### config.mk
export PLATFORM = sky130hd
export DESIGN_NAME = supply_fault_monitor
export DESIGN_NICKNAME = d
export VERILOG_FILES = /design/src/inc/supply_fault_pkg.sv /design/src/verilog/supply_fault_monitor.sv /design/src/verilog/supply_fault_filter.sv
export VERILOG_INCLUDE_DIRS = /design/src /design/src/inc
export SDC_FILE = /design/constraint.sdc
export NUM_CORES = 1
export LEC_CHECK = 0
export BUFFER_PORTS_ARGS = -buffer_cell sky130_fd_sc_hd__buf_2
export CAP_MARGIN = 20
export CORE_MARGIN = 5
export CORE_UTILIZATION = 59
export DETAILED_ROUTE_END_ITERATION = 12
export GPL_TIMING_DRIVEN = 0
export PLACE_DENSITY = 0.79
export SLEW_MARGIN = 20
export SYNTH_ARGS = -nofsm -noshare
export SYNTH_HDL_FRONTEND = slang
export SYNTH_SLANG_ARGS = --single-unit
### constraint.sdc
create_clock -name CLK_I -period 2.5 [get_ports CLK_I]
set_input_delay 0.375 -clock CLK_I [delete_from_list [all_inputs] [get_ports CLK_I]]
set_output_delay 0.375 -clock CLK_I [all_outputs]
set_load 0.05 [all_outputs]
### src/inc/supply_fault_defines.svh
// Purpose: Constants of the supply-fault monitor: flag positions, widths,
//          reset values and filter timing.
// Assumes: System clock of 250 MHz.
// Notes:   Times are in ns; cycle counts are derived from them.
`ifndef SUPPLY_FAULT_DEFINES_SVH
`define SUPPLY_FAULT_DEFINES_SVH

`define CLK_MHZ          250
`define FAULT_REG_W      16
`define FAULT_REG_RST    16'h0000

// Flag positions in service_fault_reg_a.
`define A_BAT_OV_BIT     1
`define A_VDD_UV_BIT     4
`define A_VDD_OV_BIT     5

// Flag positions in service_fault_reg_b (self-test failures).
`define B_BAT_OV_ST_BIT  4
`define B_VDD_UV_ST_BIT  6
`define B_VDD_OV_ST_BIT  7

// Comparator channel indices.
`define CH_VDD_UV        0
`define CH_VDD_OV        1
`define CH_BAT_OV        2
`define CH_NUM           3

// Least deglitch times, rounded up to whole cycles.
`define VDD_UV_FILT_NS   9000
`define VDD_OV_FILT_NS   90000
`define BAT_OV_FILT_NS   90000
`define NS_TO_CYC(ns)    (((ns) * `CLK_MHZ + 999) / 1000)
`define VDD_UV_FILT_CYC  `NS_TO_CYC(`VDD_UV_FILT_NS)
`define VDD_OV_FILT_CYC  `NS_TO_CYC(`VDD_OV_FILT_NS)
`define BAT_OV_FILT_CYC  `NS_TO_CYC(`BAT_OV_FILT_NS)

// Extra wait granted to each self-test phase beyond the longest filter.
`define ST_MARGIN_CYC    64
`define TMR_W            18

`endif

### src/inc/supply_fault_pkg.sv
// Purpose: Types shared by the supply-fault monitor files.
// Assumes: Nothing beyond the defines header.
// Notes:   Constants live in supply_fault_defines.svh.
package supply_fault_pkg;

  // Power-on comparator self-test sequence.
  typedef enum logic [1:0] {
    ST_FORCE   = 2'b00,
    ST_RELEASE = 2'b01,
    ST_DONE    = 2'b10
  } selftest_state_e;

  typedef logic [2:0] cmp_vec_t;

endpackage

### src/verilog/supply_fault_monitor.sv
// Purpose: Logic-supply and battery-supply fault monitor with latched
//          flags, driver shutdown and power-on comparator self-test.
// Assumes: Comparator outputs and host strobes are synchronous to CLK_I.
// Notes:   Flag registers are the read data; a read strobe clears them.
`include "supply_fault_defines.svh"

// Behaviour
// - Flag logic-supply under and over voltage.
// - Self-test logic-supply comparators after reset.
// - Logic-supply under voltage stops all drivers.
// - Under-voltage flag clears on read; host re-enables.
// - Logic-supply over voltage only reports.
// - Over-voltage flag clears on read.
// - Flag battery over voltage.
// - Self-test battery comparator after reset.
// - Battery over voltage stops drivers; host re-enables.
module supply_fault_monitor #(
  parameter int VDD_UV_FILT_CYC = `VDD_UV_FILT_CYC,
  parameter int VDD_OV_FILT_CYC = `VDD_OV_FILT_CYC,
  parameter int BAT_OV_FILT_CYC = `BAT_OV_FILT_CYC,
  parameter int ST_MARGIN_CYC   = `ST_MARGIN_CYC
) (
  input  wire logic                    CLK_I,
  input  wire logic                    ARST_N_I,
  input  wire logic                    CE_I,
  input  wire logic                    VDD_UV_CMP_I,
  input  wire logic                    VDD_OV_CMP_I,
  input  wire logic                    BAT_OV_CMP_I,
  input  wire logic                    READ_A_I,
  input  wire logic                    READ_B_I,
  input  wire logic                    SOL_EN_WR_I,
  input  wire logic                    FS_EN_WR_I,
  output logic [`FAULT_REG_W-1:0]      SERVICE_FAULT_A_O,
  output logic [`FAULT_REG_W-1:0]      SERVICE_FAULT_B_O,
  output logic                         SOL_EN_O,
  output logic                         FS_EN_O,
  output logic                         ST_FORCE_O,
  output logic                         ST_BUSY_O
);

  // The self-test waits for the slowest filter plus a margin, so a sound
  // channel always trips and releases before the timeout ends a phase.
  localparam int MAX_FILT =
    (VDD_UV_FILT_CYC > VDD_OV_FILT_CYC) ?
      ((VDD_UV_FILT_CYC > BAT_OV_FILT_CYC) ? VDD_UV_FILT_CYC
                                            : BAT_OV_FILT_CYC) :
      ((VDD_OV_FILT_CYC > BAT_OV_FILT_CYC) ? VDD_OV_FILT_CYC
                                            : BAT_OV_FILT_CYC);
  localparam int ST_TMO_CYC = MAX_FILT + ST_MARGIN_CYC;
  localparam int FILT_CYC [`CH_NUM] =
    '{VDD_UV_FILT_CYC, VDD_OV_FILT_CYC, BAT_OV_FILT_CYC};

  // Comparator, self-test, flag and enable state, in the order used below.
  supply_fault_pkg::cmp_vec_t        raw;
  supply_fault_pkg::cmp_vec_t        filt;
  supply_fault_pkg::selftest_state_e st_state;
  supply_fault_pkg::selftest_state_e next_st_state;
  supply_fault_pkg::cmp_vec_t        trip_ok;
  supply_fault_pkg::cmp_vec_t        next_trip_ok;
  supply_fault_pkg::cmp_vec_t        rel_ok;
  supply_fault_pkg::cmp_vec_t        next_rel_ok;
  logic [`TMR_W-1:0]                 tmr;
  logic [`TMR_W-1:0]                 next_tmr;
  logic                              st_end;
  logic [`FAULT_REG_W-1:0]           set_a;
  logic [`FAULT_REG_W-1:0]           set_b;
  logic [`FAULT_REG_W-1:0]           next_flags_a;
  logic [`FAULT_REG_W-1:0]           next_flags_b;
  logic                              shutdown;
  logic                              reenable_block;
  logic                              next_sol_en;
  logic                              next_fs_en;

  // Bit order of the comparator vector follows the channel indices.
  assign raw[`CH_VDD_UV] = VDD_UV_CMP_I;
  assign raw[`CH_VDD_OV] = VDD_OV_CMP_I;
  assign raw[`CH_BAT_OV] = BAT_OV_CMP_I;

  ////////////////////////////////////////////////////////////////////////////
  // One deglitch filter per comparator channel.
  // Each filter takes its own length from the table above.
  for (genvar ch = 0; ch < `CH_NUM; ch++) begin : g_filt
    supply_fault_filter #(
      .CNT_W    (`TMR_W),
      .FILT_CYC (FILT_CYC[ch])
    ) u_filt (
      .clk_i    (CLK_I),
      .arst_n_i (ARST_N_I),
      .ce_i     (CE_I),
      .raw_i    (raw[ch]),
      .level_o  (filt[ch])
    );
  end

  ////////////////////////////////////////////////////////////////////////////
  // Self-test: the comparators are forced to trip, then released. A
  // channel fails when it does not trip or does not release in time.
  // The timeout covers the longest filter so a healthy path always passes.
  always_comb begin
    // The timer counts within a phase and parks once the test has ended.
    next_st_state = st_state;
    next_trip_ok  = trip_ok;
    next_rel_ok   = rel_ok;
    next_tmr      = tmr + `TMR_W'(1);
    st_end        = 1'b0;
    unique case (st_state)
      supply_fault_pkg::ST_FORCE: begin
        next_trip_ok = trip_ok | filt;
        if (&next_trip_ok || tmr >= `TMR_W'(ST_TMO_CYC)) begin
          next_st_state = supply_fault_pkg::ST_RELEASE;
          next_tmr      = '0;
        end
      end
      supply_fault_pkg::ST_RELEASE: begin
        next_rel_ok = ~filt;
        if (~|filt || tmr >= `TMR_W'(ST_TMO_CYC)) begin
          next_st_state = supply_fault_pkg::ST_DONE;
          st_end        = 1'b1;
        end
      end
      supply_fault_pkg::ST_DONE: begin
        next_tmr = tmr;
      end
      default: begin
        next_st_state = supply_fault_pkg::ST_DONE;
        next_tmr      = tmr;
      end
    endcase
  end

  // Self-test registers; the test starts on every reset release.
  always_ff @(posedge CLK_I or negedge ARST_N_I) begin
    if (!ARST_N_I) begin
      st_state <= supply_fault_pkg::ST_FORCE;
      trip_ok  <= '0;
      rel_ok   <= '0;
      tmr      <= '0;
    end else if (CE_I) begin
      st_state <= next_st_state;
      trip_ok  <= next_trip_ok;
      rel_ok   <= next_rel_ok;
      tmr      <= next_tmr;
    end
  end

  // Status outputs decode the state register, so they carry no glitches
  // from the next-state logic.
  assign ST_BUSY_O  = (st_state != supply_fault_pkg::ST_DONE);
  assign ST_FORCE_O = (st_state == supply_fault_pkg::ST_FORCE);

  ////////////////////////////////////////////////////////////////////////////
  // Sticky flags. Live faults are ignored while the self-test forces and
  // releases the comparators, since they would only report the test itself. Set wins
  // over the clear of the same cycle, so a fault that persists across a
  // read shows again at once.
  // Reserved bits are never set, so they always read back as zero.
  always_comb begin
    set_a = '0;
    set_b = '0;
    set_a[`A_VDD_UV_BIT] = filt[`CH_VDD_UV] & ~ST_BUSY_O;
    set_a[`A_VDD_OV_BIT] = filt[`CH_VDD_OV] & ~ST_BUSY_O;
    set_a[`A_BAT_OV_BIT] = filt[`CH_BAT_OV] & ~ST_BUSY_O;
    set_b[`B_VDD_UV_ST_BIT] = st_end &
      ~(next_trip_ok[`CH_VDD_UV] & next_rel_ok[`CH_VDD_UV]);
    set_b[`B_VDD_OV_ST_BIT] = st_end &
      ~(next_trip_ok[`CH_VDD_OV] & next_rel_ok[`CH_VDD_OV]);
    set_b[`B_BAT_OV_ST_BIT] = st_end &
      ~(next_trip_ok[`CH_BAT_OV] & next_rel_ok[`CH_BAT_OV]);
    next_flags_a = (SERVICE_FAULT_A_O & ~{`FAULT_REG_W{READ_A_I}})
                   | set_a;
    next_flags_b = (SERVICE_FAULT_B_O & ~{`FAULT_REG_W{READ_B_I}})
                   | set_b;
  end

  // Flag registers double as the read data seen by the host.
  always_ff @(posedge CLK_I or negedge ARST_N_I) begin
    if (!ARST_N_I) begin
      SERVICE_FAULT_A_O <= `FAULT_REG_RST;
      SERVICE_FAULT_B_O <= `FAULT_REG_RST;
    end else if (CE_I) begin
      SERVICE_FAULT_A_O <= next_flags_a;
      SERVICE_FAULT_B_O <= next_flags_b;
    end
  end

  ////////////////////////////////////////////////////////////////////////////
  // Driver enables. Only under voltage and battery over voltage shut the
  // drivers down; logic over voltage is left out on purpose. A re-enable
  // is refused while a shutdown flag is still latched or the fault stands,
  // so the host must read the flags first and then write again.
  always_comb begin
    shutdown = set_a[`A_VDD_UV_BIT] | set_a[`A_BAT_OV_BIT];
    reenable_block = ST_BUSY_O | shutdown
                     | SERVICE_FAULT_A_O[`A_VDD_UV_BIT]
                     | SERVICE_FAULT_A_O[`A_BAT_OV_BIT];
    next_sol_en = SOL_EN_O;
    next_fs_en  = FS_EN_O;
    if (shutdown) begin
      next_sol_en = 1'b0;
      next_fs_en  = 1'b0;
    end else if (!reenable_block) begin
      next_sol_en = SOL_EN_O | SOL_EN_WR_I;
      next_fs_en  = FS_EN_O | FS_EN_WR_I;
    end
  end

  // Enables come up off after reset, as after any power-on.
  // A low clock enable holds them, so a frozen block neither shuts the
  // drivers down nor lets a write through.
  always_ff @(posedge CLK_I or negedge ARST_N_I) begin
    if (!ARST_N_I) begin
      SOL_EN_O <= 1'b0;
      FS_EN_O  <= 1'b0;
    end else if (CE_I) begin
      SOL_EN_O <= next_sol_en;
      FS_EN_O  <= next_fs_en;
    end
  end

endmodule // supply_fault_monitor

### src/verilog/supply_fault_filter.sv
// Purpose: Digital deglitch filter for one supply comparator.
// Assumes: Comparator input is synchronous to the clock.
// Notes:   Output changes only after the input held the new level
//          for FILT_CYC consecutive enabled cycles.
module supply_fault_filter #(
  parameter int CNT_W    = 18,
  parameter int FILT_CYC = 2250
) (
  input  wire logic clk_i,
  input  wire logic arst_n_i,
  input  wire logic ce_i,
  input  wire logic raw_i,
  output logic      level_o
);

  logic [CNT_W-1:0] cnt;
  logic [CNT_W-1:0] next_cnt;
  logic             next_level;

  ////////////////////////////////////////////////////////////////////////////
  // A return to the output level restarts the count, so short spikes never reach the flags.
  always_comb begin
    next_cnt   = '0;
    next_level = level_o;
    if (raw_i != level_o) begin
      if (cnt >= CNT_W'(FILT_CYC - 1)) begin
        next_level = raw_i;
      end else begin
        next_cnt = cnt + CNT_W'(1);
      end
    end
  end

  // State registers, frozen while the clock enable is low.
  always_ff @(posedge clk_i or negedge arst_n_i) begin
    if (!arst_n_i) begin
      cnt     <= '0;
      level_o <= 1'b0;
    end else if (ce_i) begin
      cnt     <= next_cnt;
      level_o <= next_level;
    end
  end

endmodule // supply_fault_filter

# Word-level counts from Yosys, hierarchy flattened
# Cells that the tools add are included.
dict set report totals {
  reg_bits 117
  in_bits 10
  out_inout_bits 36
}
dict set report op_classes {
  addsub 4
  order_cmp 4
  n_eq_ne 9
  n_mux 19
  bitwise_logic 28
  reduce_logical 13
}
# op n
set ops {}
lappend ops {{two-way mux 18 bit} 7}
lappend ops {{adder 18 x 1 -> 18 bit, second input constant} 4}
lappend ops {{>= comparator 18 x 15 -> 1 bit, second input constant} 3}
lappend ops {{case mux 18 bit (2 select lines)} 1}
lappend ops {{bitwise AND 16 bit} 2}
lappend ops {{inverter 16 bit} 2}
lappend ops {{>= comparator 18 x 12 -> 1 bit, second input constant} 1}
lappend ops {{bitwise OR 16 x 6 -> 16 bit} 1}
lappend ops {{bitwise OR 16 x 8 -> 16 bit} 1}
lappend ops {{AND reduction 3 bit} 4}
lappend ops {{bitwise AND 1 bit} 9}
lappend ops {{two-way mux 1 bit} 6}
lappend ops {{two-way mux 3 bit} 2}
lappend ops {{!= test 2 bit, second input constant} 3}
lappend ops {{bitwise OR 1 bit} 6}
lappend ops {{case mux 2 bit (3 select lines)} 1}
lappend ops {{inverter 1 bit} 5}
lappend ops {{two-way mux 2 bit} 2}
lappend ops {{AND reduction 2 bit} 2}
lappend ops {{AND reduction 4 bit} 1}
lappend ops {{!= test 1 bit} 3}
lappend ops {{inverter 3 bit} 1}
lappend ops {{bitwise OR 3 bit} 1}
lappend ops {{OR reduction 3 bit} 1}
lappend ops {{7 further kinds} 8}

# Depth between registers and ports, before layout
dict set report logic_depth {
  ltp_word 9
  mapped_depth 8
  mapped_depth_nobuf 7
}

# Hierarchy
# Synthesis repeated with hierarchy kept, for this count alone.
dict set report unflattened {
  hier_cells 540
  hier_area_um2 5537.8
}
# module n_inst cells_each area_each_um2 seq_area_each_um2
set by_module_without_submodules {}
lappend by_module_without_submodules {supply_fault_monitor 1 219 2397.3 1426.4}
lappend by_module_without_submodules {{supply_fault_filter at g_filt[1].u_filt ...} 2 111 1071.0 475.5}
lappend by_module_without_submodules {{supply_fault_filter at g_filt[0].u_filt} 1 99 998.5 475.5}

# Worst setup path after synthesis
# Ideal clock, no wire load.
dict set report synth_timing {
  path_kind {register -> register}
  from {register g_filt[2].u_filt.cnt[0]}
  to {register g_filt[2].u_filt.cnt[3]}
  setup_ns 0.069
  t_arrival_ns 1.949
  setup_slack_ns 0.483
  path_stages_with_launch 8
  n_path_buf 1
  cell_sequence {dfrtp_1 ha_1 nor4_4 nor4_4 or2_1 buf_2 or4_1 nand3_1}
}
dict set report synth_via {
  elab_chain_len 3
  elab_cells_between_ends 4
  cone_classes {add/sub: 1; order compare: 1; mux: 2}
}
# element line_no
set synth_rtl {}
lappend synth_rtl {{start: declaration} supply_fault_filter.sv:16} ;# logic [CNT_W-1:0] cnt;
lappend synth_rtl {{start signal: assignment} supply_fault_filter.sv:40} ;# cnt <= next_cnt;
lappend synth_rtl {{adder 18 x 1 -> 18 bit or >= comparator 18 x 15 -> 1 bit (tied branches)} {supply_fault_filter.sv:29, supply_fault_filter.sv:26}}
lappend synth_rtl {{two-way mux 18 bit (*)} supply_fault_filter.sv:26} ;# if (cnt >= CNT_W'(FILT_CYC - 1)) begin
lappend synth_rtl {{two-way mux 18 bit (*)} supply_fault_filter.sv:25} ;# if (raw_i != level_o) begin
# Mark *: on every way between the ends. The rest lies on a longest branch, timed or not.
# A chain may end at the register's enable or synchronous reset.

# Final worst setup path
dict set report layout_timing {
  from {register g_filt[1].u_filt.cnt[0]}
  to {register g_filt[1].u_filt.cnt[11]}
}
dict set report layout_via {
  elab_chain_len 3
  elab_cells_between_ends 4
  cone_classes {add/sub: 1; order compare: 1; mux: 2}
}
# element line_no
set layout_rtl {}
lappend layout_rtl {{start: declaration} supply_fault_filter.sv:16}
lappend layout_rtl {{start signal: assignment} supply_fault_filter.sv:40}
lappend layout_rtl {{adder 18 x 1 -> 18 bit or >= comparator 18 x 15 -> 1 bit (tied branches)} {supply_fault_filter.sv:29, supply_fault_filter.sv:26}}
lappend layout_rtl {{two-way mux 18 bit (*)} supply_fault_filter.sv:26}
lappend layout_rtl {{two-way mux 18 bit (*)} supply_fault_filter.sv:25}
# Marks and branches as above.

==> results.sh <==
export IMPL_stdcell_count=702
export IMPL_timing_rr_end="g_filt[1].u_filt.cnt[11]$_DFFE_PN0P_"
export IMPL_netlist_instances=516
export IMPL_cp_start_kind="flip-flop"
export IMPL_cts_sinks=114
export IMPL_maxSlewViolCount=0
export IMPL_grt_max_degree=67
export IMPL_pwr_share_clk=0.490
export IMPL_setup_violations=0
export IMPL_path_delay_family="compound AO/OA/AOI/OAI gates"
export IMPL_final_min_clock_period_ns=2.22
export IMPL_synth_cell_types=61
export IMPL_grt_pass1_wl_um=21200
export IMPL_drt_pass1_iterations=5
export IMPL_fmaxAchievable_mhz=450
export IMPL_syn_to_final_growth_pct=18.5
export IMPL_worstSkewPairLatency_ns=0.52
export IMPL_port_buffer_count=44
export IMPL_fin_crit_sh=0.888
export IMPL_cts_root_buffer="clkbuf_8"
export IMPL_cts_tree="built"
export IMPL_worst_r2r_startpoint="g_filt[1].u_filt.cnt[0]$_DFFE_PN0P_"
export IMPL_r2r_setup_slack_ns=0.28
export IMPL_p_total_w=0.00481
export IMPL_syn_num_nets=533
export IMPL_grt_pass1_vias=4377
export IMPL_syn_area_um2=5340
export IMPL_crit_path_end="g_filt[1].u_filt.cnt[11]$_DFFE_PN0P_"
export IMPL_worstMarginPinSlew_ns=0.804
export IMPL_coreArea_um2=8760
export IMPL_post_cts_buffers=0
export IMPL_ys_ff_latch=114
export IMPL_ant_nets=0
export IMPL_synth_edff_count=0
export IMPL_holdBufCountCts=1
export IMPL_worstPathArrival_ns=2.62
export IMPL_initial_utilization=0.609
export IMPL_n_antenna_cell=0
export IMPL_dp_hpwl_um=7800
export IMPL_wirelength_um=12400
export IMPL_yosys_warnings=0
export IMPL_die_area_um2=11000
export IMPL_combPwrFrac=0.090
export IMPL_fin_nets=598
export IMPL_startpoint="g_filt[1].u_filt.cnt[0]$_DFFE_PN0P_"
export IMPL_fin_skew_ns=0.0113
export IMPL_path_class="reg2reg"
export IMPL_clkTransAtPathRegs_ns=0.06
export IMPL_critPathBufInv=1
export IMPL_cts_buffers=17
export IMPL_fp_row_count=34
export IMPL_cp_data_required_time_ns=2.90
export IMPL_ir_worst_vdd_mv=0.425
export IMPL_p_leak_nw=3.00
export IMPL_syn_area_per_cell_um2=10.3
export IMPL_dieWidth_um=105
export IMPL_cap_viol_max_count=0
export IMPL_status="finished, final reports clean"
export IMPL_placed_cells=669
export IMPL_p_switching_w=0.00130
export IMPL_critPathMaxFanout=10
export IMPL_p_int_w=0.00352
export IMPL_layout_common_cells="114 x dfrtp_1, 50 x buf_2, 31 x nor2_1"
export IMPL_hold_class="in2reg"
export IMPL_slew_headroom=0.460
export IMPL_power_density_nw_per_um2=762
export IMPL_ys_flop_type="dfrtp_1"
export IMPL_slowest_delay_ns=0.40
export IMPL_dr_total_vias=4252
export IMPL_routedWlPerCell_um=17.7
export IMPL_worstRegToRegCells=7
export IMPL_end_kind="flip-flop"
export IMPL_layout_commonest_cell="dfrtp_1"
export IMPL_ys_seq_area_frac=0.535
export IMPL_antenna_found_initial=0
export IMPL_cp_slowest_cell="or3_1"
export IMPL_rsz0062_at_grt="false"
export IMPL_p_seq_frac=0.420
export IMPL_die_y_um=105
export IMPL_avgViaCountPerCell=6.06
export IMPL_crit_cells=7
export IMPL_drtIter0Drc=336
export IMPL_final_core_util=0.721
export IMPL_gp_congestion=0.855
export IMPL_gr_total_overflow=0
export IMPL_cts_resized=0
export IMPL_drc_errors=0
export IMPL_drive_above_1_share=0.167
export IMPL_crit_chain="ha_1, nor4_1, or3_1, o211ai_2, buf_2, o21ai_1, a22o_1"
export IMPL_setup_tns_ns=0
export IMPL_power_share_switching=0.269
export IMPL_ios=46
export IMPL_grt_usage=0.234
export IMPL_clockBufferDepth=2
export IMPL_async_flop_share=1.00
export IMPL_finalHoldViolations=0
export IMPL_htree_num_levels=4
## area by class of cell
type	instances	area (um2)
multi-input combinational	364	2330
sequential	114	2850
inverter	14	52.6
buffer	24	103
clock inverter	14	158
timing repair buffer	46	264
tap	108	135
clock buffer	18	428
fill	605	2440
## cells in the mapped netlist, drive strengths merged, types with 2 or more instances
master   instances  area (um2)
a41oi            3        26.3
buf              9        46.3
or4              2        15.0
nand3           26         130
xor2            15         139
nor3            16        80.1
and3            11        68.8
o31ai            5        37.5
nor3b            2        15.0
nand4           12        75.1
o311ai           2        17.5
nor4            11         105
nand2           28         108
o21ai           36         180
and4             5        43.8
a22o            18         158
a2111oi          2        23.8
inv             14        52.6
o2bb2ai          3        26.3
or2              4        25.0
and2            28         175
o22ai            5        31.3
mux2             4        45.0
xnor2            2        17.5
a211oi           6        45.0
or3              4        25.0
nand4b           2        17.5
nor2            33         129
a21o             4        30.0
nand2b           9        56.3
o211ai           5        47.5
dfrtp          114        2850
nor2b           23         144
a31oi            2        12.5
o21bai           2        15.0
ha               7        87.6
a21oi           17        85.1
mux2i            3        30.0
clkbuf          15        56.3
## sequential cells by signal, summed over array words and instances, names as in the netlist
name / cells
g_filt.u_filt.level_o: 3
SOL_EN_O: 1
tmr: 18
SERVICE_FAULT_A_O: 16
st_state: 2
SERVICE_FAULT_B_O: 16
FS_EN_O: 1
trip_ok: 3
g_filt.u_filt.cnt: 54
## metal layers
layer,share of wire,up-vias,global-route usage
li1,-,1988,-
met1,0.44,2077,0.306
met2,0.49,158,0.376
met3,0.054,29,0.0555
met4,0.019,0,0.0968
met5,0,-,0
## worst min path at each step
stage / start / to / cells past startpoint / slack [ns]
6_report: VDD_UV_CMP_I / g_filt[0].u_filt.level_o$_DFFE_PN0P_ / 2 / 0.13
3_5_place_dp: ARST_N_I / g_filt[1].u_filt.cnt[7]$_DFFE_PN0P_ / 1 / 0.35
2_1_floorplan: ARST_N_I / FS_EN_O$_DFFE_PN0P_ / 0 / 0.08
3_3_place_gp: SERVICE_FAULT_A_O[8]$_DFFE_PN0P_ / SERVICE_FAULT_A_O[8]$_DFFE_PN0P_ / 1 / 0.46
5_1_grt: VDD_UV_CMP_I / g_filt[0].u_filt.level_o$_DFFE_PN0P_ / 2 / 0.13
4_1_cts: VDD_UV_CMP_I / g_filt[0].u_filt.level_o$_DFFE_PN0P_ / 2 / 0.10
## per-stage QoR
stage	hold WS, ns	area, um2	setup slack, ns
floorplan	0.0794	5340	0.483
global placement	0.463	5690	-0.230
detailed placement	0.351	5730	0.191
CTS	0.105	6320	0.279
global route	0.127	6320	0.150
finish	0.130	6320	0.280
## cells by family after synthesis
family,Yosys count,synth area share
AOI/OAI and AO/OA,117,0.149
xor gates and xnor gates,17,0.0293
adders and majority gates,7,0.0164
buffers and inverters,38,0.0291
DFF,114,0.535
muxes,7,0.0141
and+or+nand+nor,216,0.227
## power by group through the flow
stage / registers, W / logic [W] / clock network, W
6_report: 0.00202 / 0.000435 / 0.00236
3_5_place_dp: 0.00205 / 0.000428 / 0
2_1_floorplan: 0.00207 / 0.000247 / 0
4_1_cts: 0.00202 / 0.000438 / 0.00238
3_3_place_gp: 0.00204 / 0.000410 / 0
5_1_grt: 0.00203 / 0.000488 / 0.00248
## worst reg2reg max path: stages, from the launching register on
cell and delay (ns):
dfrtp_1 0.39, ha_1 0.25, nor4_1 0.08, or3_1 0.40, o211ai_2 0.31, buf_2 0.30, o21ai_1 0.11, a22o_1 0.26
No activity file was read; power rests on OpenSTA's default activity.
